### config.mk
export PLATFORM = sky130hd
export DESIGN_NAME = asq_responder
export DESIGN_NICKNAME = d
export VERILOG_FILES = /design/src/hdl/asq_pkg.sv /design/src/hdl/asq_record_fmt.sv /design/src/hdl/asq_responder.sv
export VERILOG_INCLUDE_DIRS = /design/src /design/src/hdl
export SDC_FILE = /design/constraint.sdc
export NUM_CORES = 1
export LEC_CHECK = 0
export ABC_AREA = 1
export BUFFER_PORTS_ARGS = -buffer_cell sky130_fd_sc_hd__buf_2
export CORE_AREA = 2 2 451 453
export CTS_BUF_LIST = sky130_fd_sc_hd__clkbuf_8
export CTS_CLUSTER_SIZE = 24
export DETAILED_ROUTE_END_ITERATION = 8
export DIE_AREA = 0 0 453 455
export GPL_TIMING_DRIVEN = 0
export PLACE_DENSITY = 0.3
export SYNTH_ARGS = -nofsm -noshare
export SYNTH_HDL_FRONTEND = slang
export SYNTH_SLANG_ARGS = --single-unit
### constraint.sdc
create_clock -name clk -period 2.3 [get_ports clk]
set_input_delay 0.46 -clock clk [delete_from_list [all_inputs] [get_ports clk]]
set_output_delay 0.46 -clock clk [all_outputs]
set_load 0.1 [all_outputs]
### src/hdl/asq_params.svh
/*
 * Constants for the actuator state query responder: request and reply field
 * values, operating condition codes and member limits.
 * Assumes inclusion by bare name from the design modules.
 */
`ifndef ASQ_PARAMS_SVH
`define ASQ_PARAMS_SVH

// Reserved actuator handles
`define ASQ_HANDLE_RSVD_LO 16'h0000
`define ASQ_HANDLE_RSVD_HI 16'hFFFF

// Result codes
`define ASQ_RC_SUCCESS 8'h00
`define ASQ_RC_ERROR 8'h01
`define ASQ_RC_BAD_HANDLE 8'h80

// Member count limits
`define ASQ_MEMBERS_MIN 8'h01
`define ASQ_MEMBERS_MAX 8'h08

// Operating condition codes
`define ASQ_COND_ENABLED_IDLE 8'h00
`define ASQ_COND_ENABLED_CHANGE 8'h01

// Default Unknown encoding of a state set
`define ASQ_UNKNOWN_DEFAULT 8'h00

// Bytes per state record
`define ASQ_RECORD_BYTES 2'h3

`endif

### src/hdl/asq_pkg.sv
/*
 * Types for the actuator state query responder.
 * Assumes the constants header is on the include path.
 */
package asq_pkg;
    // Reply sequencer states
    typedef enum logic [2:0] {
        ASQ_IDLE,
        ASQ_LOOKUP,
        ASQ_SEND_CODE,
        ASQ_SEND_COUNT,
        ASQ_SEND_RECORD
    } asq_state_t;
endpackage

### src/hdl/asq_record_fmt.sv
/*
 * Formats one three-byte state record for a member actuator.
 * Assumes the member's condition and values are stable while selected.
 */
`timescale 1ns/100ps
`include "asq_params.svh"

module asq_record_fmt (
    // Member state in
    input wire logic [7:0] condition,
    input wire logic [7:0] requested_value,
    input wire logic [7:0] present_value,
    input wire logic [7:0] unknown_code,
    // Byte select, 0 to 2
    input wire logic [1:0] byte_sel,
    // Formatted byte
    output logic [7:0] record_byte
);
    // Condition decode
    wire logic changing;
    wire logic idle;
    wire logic enabled;
    wire logic [7:0] pending_byte;
    wire logic [7:0] current_byte;

    assign changing = (condition == `ASQ_COND_ENABLED_CHANGE);
    assign idle = (condition == `ASQ_COND_ENABLED_IDLE);
    assign enabled = changing | idle;

    // In-flight request shown while changing, else present value R6
    // Values are hidden unless the member is enabled R7 R8
    assign pending_byte = !enabled ? unknown_code : (changing ? requested_value : present_value);
    assign current_byte = enabled ? present_value : unknown_code;

    // Record order: condition, pending, current R5
    assign record_byte = (byte_sel == 2'h0) ? condition :
                         (byte_sel == 2'h1) ? pending_byte : current_byte;
endmodule // asq_record_fmt

### src/hdl/asq_responder.sv
/*
 * Actuator state query responder: takes a 16-bit handle and streams the
 * reply bytes (result code, member count, one record per member).
 * Assumes a handle table and member state supplied on plain ports by the
 * owning logic, inputs synchronous to clk, and a sink that may stall.
 */
// Notes on behaviour
// Request is a 16-bit handle, two reserved
// Reply opens with result code, 0x80 bad
// Member count follows, between one and eight
// Up to eight members, records in order
// Record is condition, pending, current bytes
// Pending shows request while changing, else current
// Pending is Unknown unless enabled condition
// Current is Unknown unless enabled condition
// Requester ignores values when not enabled
// Value encodings follow each member's state set
// Error reply ends after result code
`timescale 1ns/100ps
`include "asq_params.svh"

module asq_responder #(
    parameter int NUM_HANDLES = 4,
    parameter int MAX_MEMBERS = 8
) (
    // Clock and reset
    input wire logic clk,
    input wire logic rst_b,
    // Request
    input wire logic req_valid,
    input wire logic [15:0] actuator_handle,
    output logic req_ready,
    // Handle table: handle value and member count per slot
    input wire logic [NUM_HANDLES*16-1:0] table_handle,
    input wire logic [NUM_HANDLES*8-1:0] table_members,
    input wire logic internal_fault,
    // Member state, indexed by slot and member offset
    input wire logic [NUM_HANDLES*MAX_MEMBERS*8-1:0] member_condition,
    input wire logic [NUM_HANDLES*MAX_MEMBERS*8-1:0] member_requested,
    input wire logic [NUM_HANDLES*MAX_MEMBERS*8-1:0] member_present,
    input wire logic [NUM_HANDLES*MAX_MEMBERS*8-1:0] member_unknown,
    // Reply byte stream
    output logic [7:0] rsp_data,
    output logic rsp_valid,
    output logic rsp_last,
    input wire logic rsp_ready
);
    localparam int SLOT_W = (NUM_HANDLES > 1) ? $clog2(NUM_HANDLES) : 1;

    // Sequencer state
    asq_pkg::asq_state_t state_reg, state_next;
    logic [15:0] handle_reg; // Captured request handle
    logic [SLOT_W-1:0] slot_reg; // Matching slot
    logic [7:0] count_reg; // Member count of the reply
    logic [7:0] code_reg; // Result code of the reply
    logic [2:0] member_reg; // Member offset being sent
    logic [1:0] byte_reg; // Byte within the record
    logic [7:0] rsp_data_reg;
    logic rsp_valid_reg;
    logic rsp_last_reg;
    logic req_ready_reg;
    // A request counts only when offered while ready; one raised during a
    // reply waits for ready instead of being swallowed mid-reply R1
    wire logic req_take = req_valid && req_ready_reg;

    // Table search over all slots
    logic hit;
    logic [SLOT_W-1:0] hit_slot;
    always_comb begin
        hit = 1'b0;
        hit_slot = '0;
        for (int i = NUM_HANDLES - 1; i >= 0; i--) begin
            if (table_handle[i*16 +: 16] == handle_reg) begin
                hit = 1'b1;
                hit_slot = SLOT_W'(i);
            end
        end
    end

    // Reserved handles never name an actuator R1
    wire logic reserved = (handle_reg == `ASQ_HANDLE_RSVD_LO) ||
                          (handle_reg == `ASQ_HANDLE_RSVD_HI);
    wire logic [7:0] slot_members = table_members[hit_slot*8 +: 8];
    // A slot with an out-of-range count is treated as absent R3
    wire logic count_ok = (slot_members >= `ASQ_MEMBERS_MIN) &&
                          (slot_members <= `ASQ_MEMBERS_MAX) &&
                          (int'(slot_members) <= MAX_MEMBERS);
    wire logic found = hit && !reserved && count_ok;
    wire logic [7:0] lookup_code = !found ? `ASQ_RC_BAD_HANDLE :
                                   (internal_fault ? `ASQ_RC_ERROR : `ASQ_RC_SUCCESS);

    // Member fields of the selected record; each member carries its own
    // Unknown code since encodings belong to its state set R10
    wire logic [31:0] sel_base = (32'(slot_reg) * 32'(MAX_MEMBERS) + 32'(member_reg)) *
                                 32'h0000_0008;
    wire logic [7:0] rec_byte;
    asq_record_fmt u_fmt (
        .condition(member_condition[sel_base +: 8]),
        .requested_value(member_requested[sel_base +: 8]),
        .present_value(member_present[sel_base +: 8]),
        .unknown_code(member_unknown[sel_base +: 8]),
        .byte_sel(byte_reg),
        .record_byte(rec_byte)
    );

    // Output slot is free when empty or being taken this cycle
    wire logic out_free = !rsp_valid_reg || rsp_ready;
    wire logic last_member = ({5'h00, member_reg} == count_reg - 8'h01);
    wire logic last_byte = (byte_reg == `ASQ_RECORD_BYTES - 2'h1);

    // Next state and output byte selection
    logic [7:0] data_next;
    logic valid_next;
    logic last_next;
    always_comb begin
        state_next = state_reg;
        data_next = rsp_data_reg;
        valid_next = rsp_valid_reg && !rsp_ready;
        last_next = rsp_last_reg;
        case (state_reg)
            asq_pkg::ASQ_IDLE: begin
                if (req_take) begin
                    state_next = asq_pkg::ASQ_LOOKUP;
                end
            end
            asq_pkg::ASQ_LOOKUP: begin
                state_next = asq_pkg::ASQ_SEND_CODE;
            end
            asq_pkg::ASQ_SEND_CODE: begin
                if (out_free) begin
                    // Code leads the reply R2
                    data_next = code_reg;
                    valid_next = 1'b1;
                    // Error reply stops after the code R11
                    last_next = (code_reg != `ASQ_RC_SUCCESS);
                    state_next = last_next ? asq_pkg::ASQ_IDLE : asq_pkg::ASQ_SEND_COUNT;
                end
            end
            asq_pkg::ASQ_SEND_COUNT: begin
                if (out_free) begin
                    data_next = count_reg;
                    valid_next = 1'b1;
                    last_next = 1'b0;
                    state_next = asq_pkg::ASQ_SEND_RECORD;
                end
            end
            asq_pkg::ASQ_SEND_RECORD: begin
                if (out_free) begin
                    data_next = rec_byte;
                    valid_next = 1'b1;
                    last_next = last_member && last_byte;
                    if (last_next) begin
                        state_next = asq_pkg::ASQ_IDLE;
                    end
                end
            end
            default: begin
                state_next = asq_pkg::ASQ_IDLE;
            end
        endcase
    end

    // Sequencer and output registers
    always_ff @(posedge clk or negedge rst_b) begin
        if (!rst_b) begin
            state_reg <= asq_pkg::ASQ_IDLE;
            rsp_data_reg <= 8'h00;
            rsp_valid_reg <= 1'b0;
            rsp_last_reg <= 1'b0;
        end else begin
            state_reg <= state_next;
            rsp_data_reg <= data_next;
            rsp_valid_reg <= valid_next;
            rsp_last_reg <= last_next;
        end
    end

    // Request ready only while idle and no reply pending; registered so it
    // drops the cycle after a request is taken
    always_ff @(posedge clk or negedge rst_b) begin
        if (!rst_b) begin
            req_ready_reg <= 1'b0;
        end else begin
            // The last byte may still wait in the output stage after the
            // sequencer is idle, so ready also waits for it to be taken
            req_ready_reg <= (state_next == asq_pkg::ASQ_IDLE) && !valid_next && !req_take;
        end
    end

    // Request capture and lookup result
    always_ff @(posedge clk or negedge rst_b) begin
        if (!rst_b) begin
            handle_reg <= 16'h0000;
            slot_reg <= '0;
            code_reg <= 8'h00;
            count_reg <= 8'h00;
        end else if (state_reg == asq_pkg::ASQ_IDLE && req_take) begin
            handle_reg <= actuator_handle;
        end else if (state_reg == asq_pkg::ASQ_LOOKUP) begin
            slot_reg <= hit_slot;
            code_reg <= lookup_code;
            count_reg <= slot_members;
        end
    end

    // Record walk in offset order R4
    always_ff @(posedge clk or negedge rst_b) begin
        if (!rst_b) begin
            member_reg <= 3'h0;
            byte_reg <= 2'h0;
        end else if (state_reg != asq_pkg::ASQ_SEND_RECORD) begin
            member_reg <= 3'h0;
            byte_reg <= 2'h0;
        end else if (out_free) begin
            byte_reg <= last_byte ? 2'h0 : byte_reg + 2'h1;
            if (last_byte) begin
                member_reg <= member_reg + 3'h1;
            end
        end
    end

    assign rsp_data = rsp_data_reg;
    assign rsp_valid = rsp_valid_reg;
    assign rsp_last = rsp_last_reg;
    assign req_ready = req_ready_reg;
endmodule // asq_responder

==> impl_results.md, run 1 <==
* DR iter-0 viols at 2341
* Mean post-synth cell area at 5.010 µm²
* Standby leakage power at 13.11 nW
* CTS tree: done
* Seq/Total Area, Yosys at roughly 8.4%
* Mapped Nets at 3927
* Nets at ~5100
* CP Capture Type: flop
* Die W at about 450 µm
* Via density at between 3 and 4
* Cell Int Power at ~3.7 mW
* Port bufs at ~1200
* Slew @ Worst Pin at ~1.2 ns
* Number of flip-flops in the largest register at 16
* Skew final at 0.02287 ns
* Synthesis-stage register bit count at between 40 and 50
* DR pass1 iterations at 6
* Reg power frac at about 17%
* Cell Pwr Density at a little over 300 mW/mm²
* Core footprint at about 0.20 mm²
* GRT overflow at 0
* Clock slew at reported path FFs at 0.12 ns
* Slew Limit Fails at 0
* Worst Path Arrival at roughly 3.2 ns
* Rel. slew slack at about 19%
* Critical path startpoint category: flop
* WL per Instance at 29.93 µm
* Chip height at around 460 µm
* Cells after Synth at roughly 2800
* Fin crit share at 129.8%
* RSZ-0062 raised after global routing: yes
* Finished Cell Area at roughly 0.027 mm²
* HPWL Detailed at between 150000 and 200000 µm
* Top FF cell, synth: dfrtp_1
* Latest clock arrival within the worst-skew pair at roughly 0.35 ns
* Cell taking the most area after synthesis: nand2_1
* Total Routed Length at about 200000 µm
* Yosys cell types at 50
* Clk root buf: clkbuf_8
* Max Root-Sink Buffers at 2
* FFs w/ async S/R, synth at 100.0%
* Part of the power in combinational logic at around three quarters
* Initial Util at 6.930%
* Vias at 25940
* Max_cap viols at 0
* CTS H-tree depth at 2
* Placed inst area at 0.02308 mm²
* Initial antenna violation count at a little under 90
* Critical path required time at 2.55 ns
* Post-Synthesis Cell Area at roughly 0.014 mm²
* I/O pin cnt at 1152
* Clock Power Share at slightly above 7%
* Placer Congestion at between 0.9 and 1
* Number of synthesized flops with an enable pin at 0
* Status: finished, violations left
* Largest net degree at the start of global routing at 48
* Total CTS buffers at 5
* Final setup margin at -0.6854 ns
* Violated checks: negative setup slack
* Critical path class: flop to flop
* Post-synth top area share at about a third
* Full die area at 0.2061 mm²
* Most frequent cells in the layout: buf_2, nand2_1, nand3_1, nor2_1, nand3_2
* Ranking of synthesized cells by area: nand2_1, nand3_1, dfrtp_1
* Share of layout cells above drive strength 1 at between 40 and 50%
* Vias in the first global route at 25310
* Maximum fanout along the worst path at 6
* FMAX at approximately 330 MHz
* Final Hold Viols at 0
* Hold WC Path Type: input port to flop
* Post-route ant nets at 0
* Drt drc at 0
* Global-route wire length before repair at 247900 µm
* Switching Fraction at a little under three fifths
* Power, Total at about 8.4 mW
* Synth-to-Final Area Change at 94.10%
* Peak VDD IR at 0.4126 mV
* Fin crit period at 2.985 ns
* Gr usage total at 18.14%
* Most common cell after layout, fill and taps aside: buf_2
* Sink Count at 47
* Std-Cell Rows at between 150 and 200
* Yosys warns at 0
* Sw Pwr at between 4 and 5 mW
* Final setup vio count at 12
## power by group through the flow
stage,clock (mW),combinational (mW),sequential (mW)
after CTS,0.628,6.24,1.42
after global placement,0,5.88,1.41
final,0.593,6.36,1.44
after floorplan,0,2.43,2.04
after global routing,0.649,6.87,1.49
after detailed placement,0,5.87,1.41
## worst max-delay path, cell delays in order, from the launching register on
cell and delay, ns:
dfrtp_1 0.42, buf_8 0.15, inv_4 0.08, buf_8 0.13
buf_12 0.13, buf_16 0.15, buf_16 0.16, buf_16 0.15
buf_12 0.17, nand3_4 0.13, nand3_1 0.13, nand3_2 0.10
nand3_2 0.09, nand2_2 0.12, nand2_1 0.11, nand2_2 0.11
nand2_1 0.12, nand3_2 0.12, nand2_2 0.16, a21oi_1 0.07
## metal layers
layer / GRT usage, % / wire length (µm) / vias to the layer above
li1: - / - / 11780
met5: 0 / 241 / -
met3: 2.866 / 11920 / 261
met2: 34.19 / 105000 / 1328
met1: 21.13 / 77920 / 12530
met4: 4.349 / 5760 / 44
## through the flow
stage	utilization, %	setup WS, ns	instances	hold WS [ns]	setup TNS, ns
after global routing	13.43	-0.7394	6694	0.3116	-7.099
after CTS	12.85	-0.7150	6640	0.2884	-6.973
after global placement	11.45	-3.453	6607	0.5068	-35.52
final	13.45	-0.6854	6711	0.3121	-5.764
after floorplan	-	0.1243	2784	0.1644	0
after detailed placement	11.46	-2.413	6608	0.5158	-28.46
## timing repair
item / 4_1_cts / 5_1_grt
hold buffers: 0 / 0
setup buffers: 16 / 26
hold endpoints to repair: 0 / 0
setup endpoints to repair: 29 / 21
pin swaps: 65 / 81
resized for setup: 631 / 232
gates cloned: 9 / 6
## synthesized netlist by cell type (all sizes together) (2+ instances only)
master	instances
a211oi	2
nand3	780
a221o	25
o22ai	5
a31oi	5
nand4	13
a221oi	3
and2	2
nand2	1172
inv	76
nand3b	4
nor4	6
ha	2
o21ai	51
o211ai	21
a32o	15
clkbuf	31
mux2	2
or2	2
a21oi	112
dfrtp	47
xnor2	43
nor3	7
buf	218
xor2	3
nor2	126
## worst paths after layout
| check | to | slack (ns) | cells past startpoint | startpoint |
|---|---|---|---|---|
| worst max register to register | rsp_data[0] | -0.69 | 19 | member_reg[1] |
| worst min-delay path | req_ready | 0.31 | 2 | req_valid |
| worst max-delay path | rsp_data[0] | -0.69 | 19 | member_reg[1] |
| min in group asynchronous | code_reg[0] | 0.36 | 1 | rst_b |
| max in group asynchronous | handle_reg[13] | 1.13 | 1 | rst_b |
| worst min register to register | rsp_data[1] | 0.54 | 2 | rsp_data[1] |
## final cells by class
cell class | instances | area, µm²
flip-flops and latches | 47 | 1181
clock buffers | 5 | 68.82
diodes | 43 | 107.6
plain buffers | 247 | 3065
fillers | 24100 | 174200
clock inverters | 3 | 25.02
repair buffers | 1206 | 6564
multi-input cells | 2411 | 12410
well taps | 2672 | 3343
inverters | 77 | 306.5
## cell families (layout without fill, tap and decap cells)
logic type | count (synthesis) | count (layout) | synth area share (%)
compound gates | 246 | 246 | 11.03
xor+xnor | 46 | 46 | 2.888
fa+ha+maj | 2 | 2 | 0.1794
buf+inv | 326 | 1538 | 12.66
flops | 47 | 47 | 8.432
mux | 2 | 2 | 0.1615
other cells | 0 | 43 | 0
simple gates | 2115 | 2115 | 64.65
(Power assumes the default switching activity.)
==> run 2: changes to the inputs <==
CORE_AREA = 2 2 448 450   (was 2 2 451 453)
DIE_AREA = 0 0 450 452   (was 0 0 453 455)
clock period = 2.5 ns   (was 2.3 ns; I/O delays follow)
==> impl_results.md, run 2 (synthesis results as in run 1) <==
* DR pass1 iterations at 5 (-1)
* Die W at 450 µm (-0.66%)
* Dpl cells at 6591 (-0.26%)
* Initial Util at 7.022% (+0.093 points)
* Number of flip-flops in the largest register at 16 (unchanged)
* Critical path class: flop to flop
* DR iter-0 viols at 2190 (-6.5%)
* Status: finished, violations left
* Total Routed Length at 195300 µm (-2.8%)
* Worst Path Arrival at 3.15 ns (-0.08 ns)
* Layout Cells excl Fill at 6685 (-0.39%)
* Slew Limit Fails at 0 (unchanged)
* Max_cap viols at 0 (unchanged)
* Rel. slew slack at 15.38% (-4.0 points)
* Critical path required time at 2.71 ns (+0.16 ns)
* TNS Setup at -3.380 ns (+2.384 ns)
* Max Root-Sink Buffers at 2 (unchanged)
* Critical path's most frequent cell: nand3_1
* Critical path startpoint category: flop
* Standby leakage power at 13.13 nW (+0.15%)
* Post-Place Worst Slack at -1.912 ns (+0.5017 ns)
* FMAX at 339.3 MHz (+1.3%)
* Fin crit period at 2.948 ns (-0.03782 ns)
* RSZ-0062 raised after global routing: yes
* Share of layout cells above drive strength 1 at 43.95% (+0.51 points)
* Worst R2R Path Depth at 16 (-3)
* Delay-heaviest family, CP: buffers and inverters
* Crit. path cell count at 16 (-3)
* Maximum fanout along the worst path at 10 (+4)
* Chip height at 452 µm (-0.66%)
* Final Hold Viols at 0 (unchanged)
* Gr usage total at 18.04% (-0.098 points)
* Final setup vio count at 10 (-2)
* Fin crit share at 117.9% (-12 points)
* Latest clock arrival within the worst-skew pair at 0.33 ns (-0.02 ns)
* Finished Cell Area at 0.02723 mm² (+0.59%)
* CTS tree: done
* Sink Count at 47 (unchanged)
* Clock slew at reported path FFs at 0.11 ns (about the same)
* Critical path's slowest cell: dfrtp_1
* GRT overflow at 0 (unchanged)
* Drt drc at 0 (unchanged)
* Violated checks: negative setup slack
* CP Capture Type: flop
* Synth-to-Final Area Change at 95.24%
* Vias in the first global route at 25280 (-0.12%)
* Hold-fix buffer count after cts at 0 (unchanged)
* Placer Congestion at 0.9464 (+1.6%)
* Slew @ Worst Pin at 1.269 ns (+0.05994 ns)
* Hold WC Path Type: input port to flop
* Port bufs at 1151 (unchanged)
* Vias at 25730 (-0.83%)
* CTS H-tree depth at 2 (unchanged)
* Placed inst area at 0.02305 mm² (-0.12%)
* CP Cell Sequence: buf_8 -> inv_2 -> buf_8 -> buf_12 -> buf_16 -> buf_16 -> buf_4 -> nand3_1 -> nand3_1 -> nand3_1 -> a31oi_4 -> o21ai_2 -> nand2_1 -> nand3_2 -> nand2_2 -> a21oi_1
* Most common cell after layout, fill and taps aside: buf_2
* HPWL Detailed at 167600 µm (-1.7%)
* Post-route ant nets at 0 (unchanged)
* Largest net degree at the start of global routing at 48 (unchanged)
* WP buf/inv at 7 (-1)
* WL per Instance at 29.21 µm (-2.4%)
* Full die area at 0.2034 mm² (-1.3%)
* Cell Pwr Density at 287.4 mW/mm² (-7.3%)
* Global-route wire length before repair at 246100 µm (-0.72%)
* Initial antenna violation count at 84 (-3.4%)
* Skew final at 0.01450 ns (-0.008372 ns)
* Peak VDD IR at 0.3025 mV (-27%)
* Most frequent cells in the layout: buf_2, nand2_1, nand3_1, nor2_1, nand3_2
* Crit path largest cell delay at 0.42 ns (about the same)
* Total CTS buffers at 5 (unchanged)
* Slack of the worst reg-to-reg path at -0.45 ns (+0.24 ns)
* Final setup margin at -0.4475 ns (+0.2378 ns)
* Clk root buf: clkbuf_8
* Core footprint at 0.1986 mm² (-1.3%)
* Via density at 3.848 (-0.45%)
* Hold Path Stages at 2 (unchanged)
* I/O pin cnt at 1152 (unchanged)
* Nets at 5143 (+0.097%)
* Std-Cell Rows at 164 (-0.61%)
* Power, Total at 7.827 mW (-6.8%)
==> run 2: layout make-up <==
| cell class | count | area (µm²) |
|---|---|---|
| Antenna cell | 29 | 72.57 |
| Buffer | 246 | 2990 |
| Clock buffer | 6 | 82.58 |
| Clock inverter | 1 | 5.005 |
| Fill cell | 23810 | 171400 |
| Inverter | 77 | 306.5 |
| Multi-Input combinational cell | 2412 | 12620 |
| Sequential cell | 47 | 1181 |
| Tap cell | 2656 | 3323 |
| Timing Repair Buffer | 1211 | 6649 |
==> run 2: where the power goes <==
part / switching (mW) / internal [mW] / total [mW]
Sequential: 0.238 / 1.08 / 1.31
Combinational: 3.81 / 2.18 / 5.98
Clock: 0.314 / 0.219 / 0.533
==> run 2: metal layers <==
metal | track usage [%] | vias to the layer above | share of wire, %
met3 | 2.067 | 261 | 4.6
met4 | 4.756 | 44 | 3.7
met1 | 20.97 | 12490 | 39
met2 | 34.48 | 1151 | 53
li1 | - | 11780 | -
met5 | 0 | - | 0.14
==> run 2: final timing paths <==
kind | from | end
min in group asynchronous | rst_b | handle_reg[8]
hold / removal | req_valid | req_ready
hold reg to reg | req_ready | req_ready
setup / recovery | member_reg[1] | rsp_data[7]
setup reg to reg | member_reg[1] | rsp_data[7]
max in group asynchronous | rst_b | member_reg[0]
==> run 2: timing repair <==
item / CTS / global route
setup endpoints to repair: 24 / 16
pin swaps: 49 / 122
gates resized for setup: 590 / 274
setup buffers: 26 / 19
cloned: 8 / 8
==> run 2: through the flow <==
step / utilization, % / hold slack, ns
global placement: 11.60 / 0.4717
CTS: 12.95 / 0.3368
detailed placement: 11.60 / 0.4650
floorplan: - / 0.2044
finish: 13.71 / 0.3507
global route: 13.70 / 0.3483
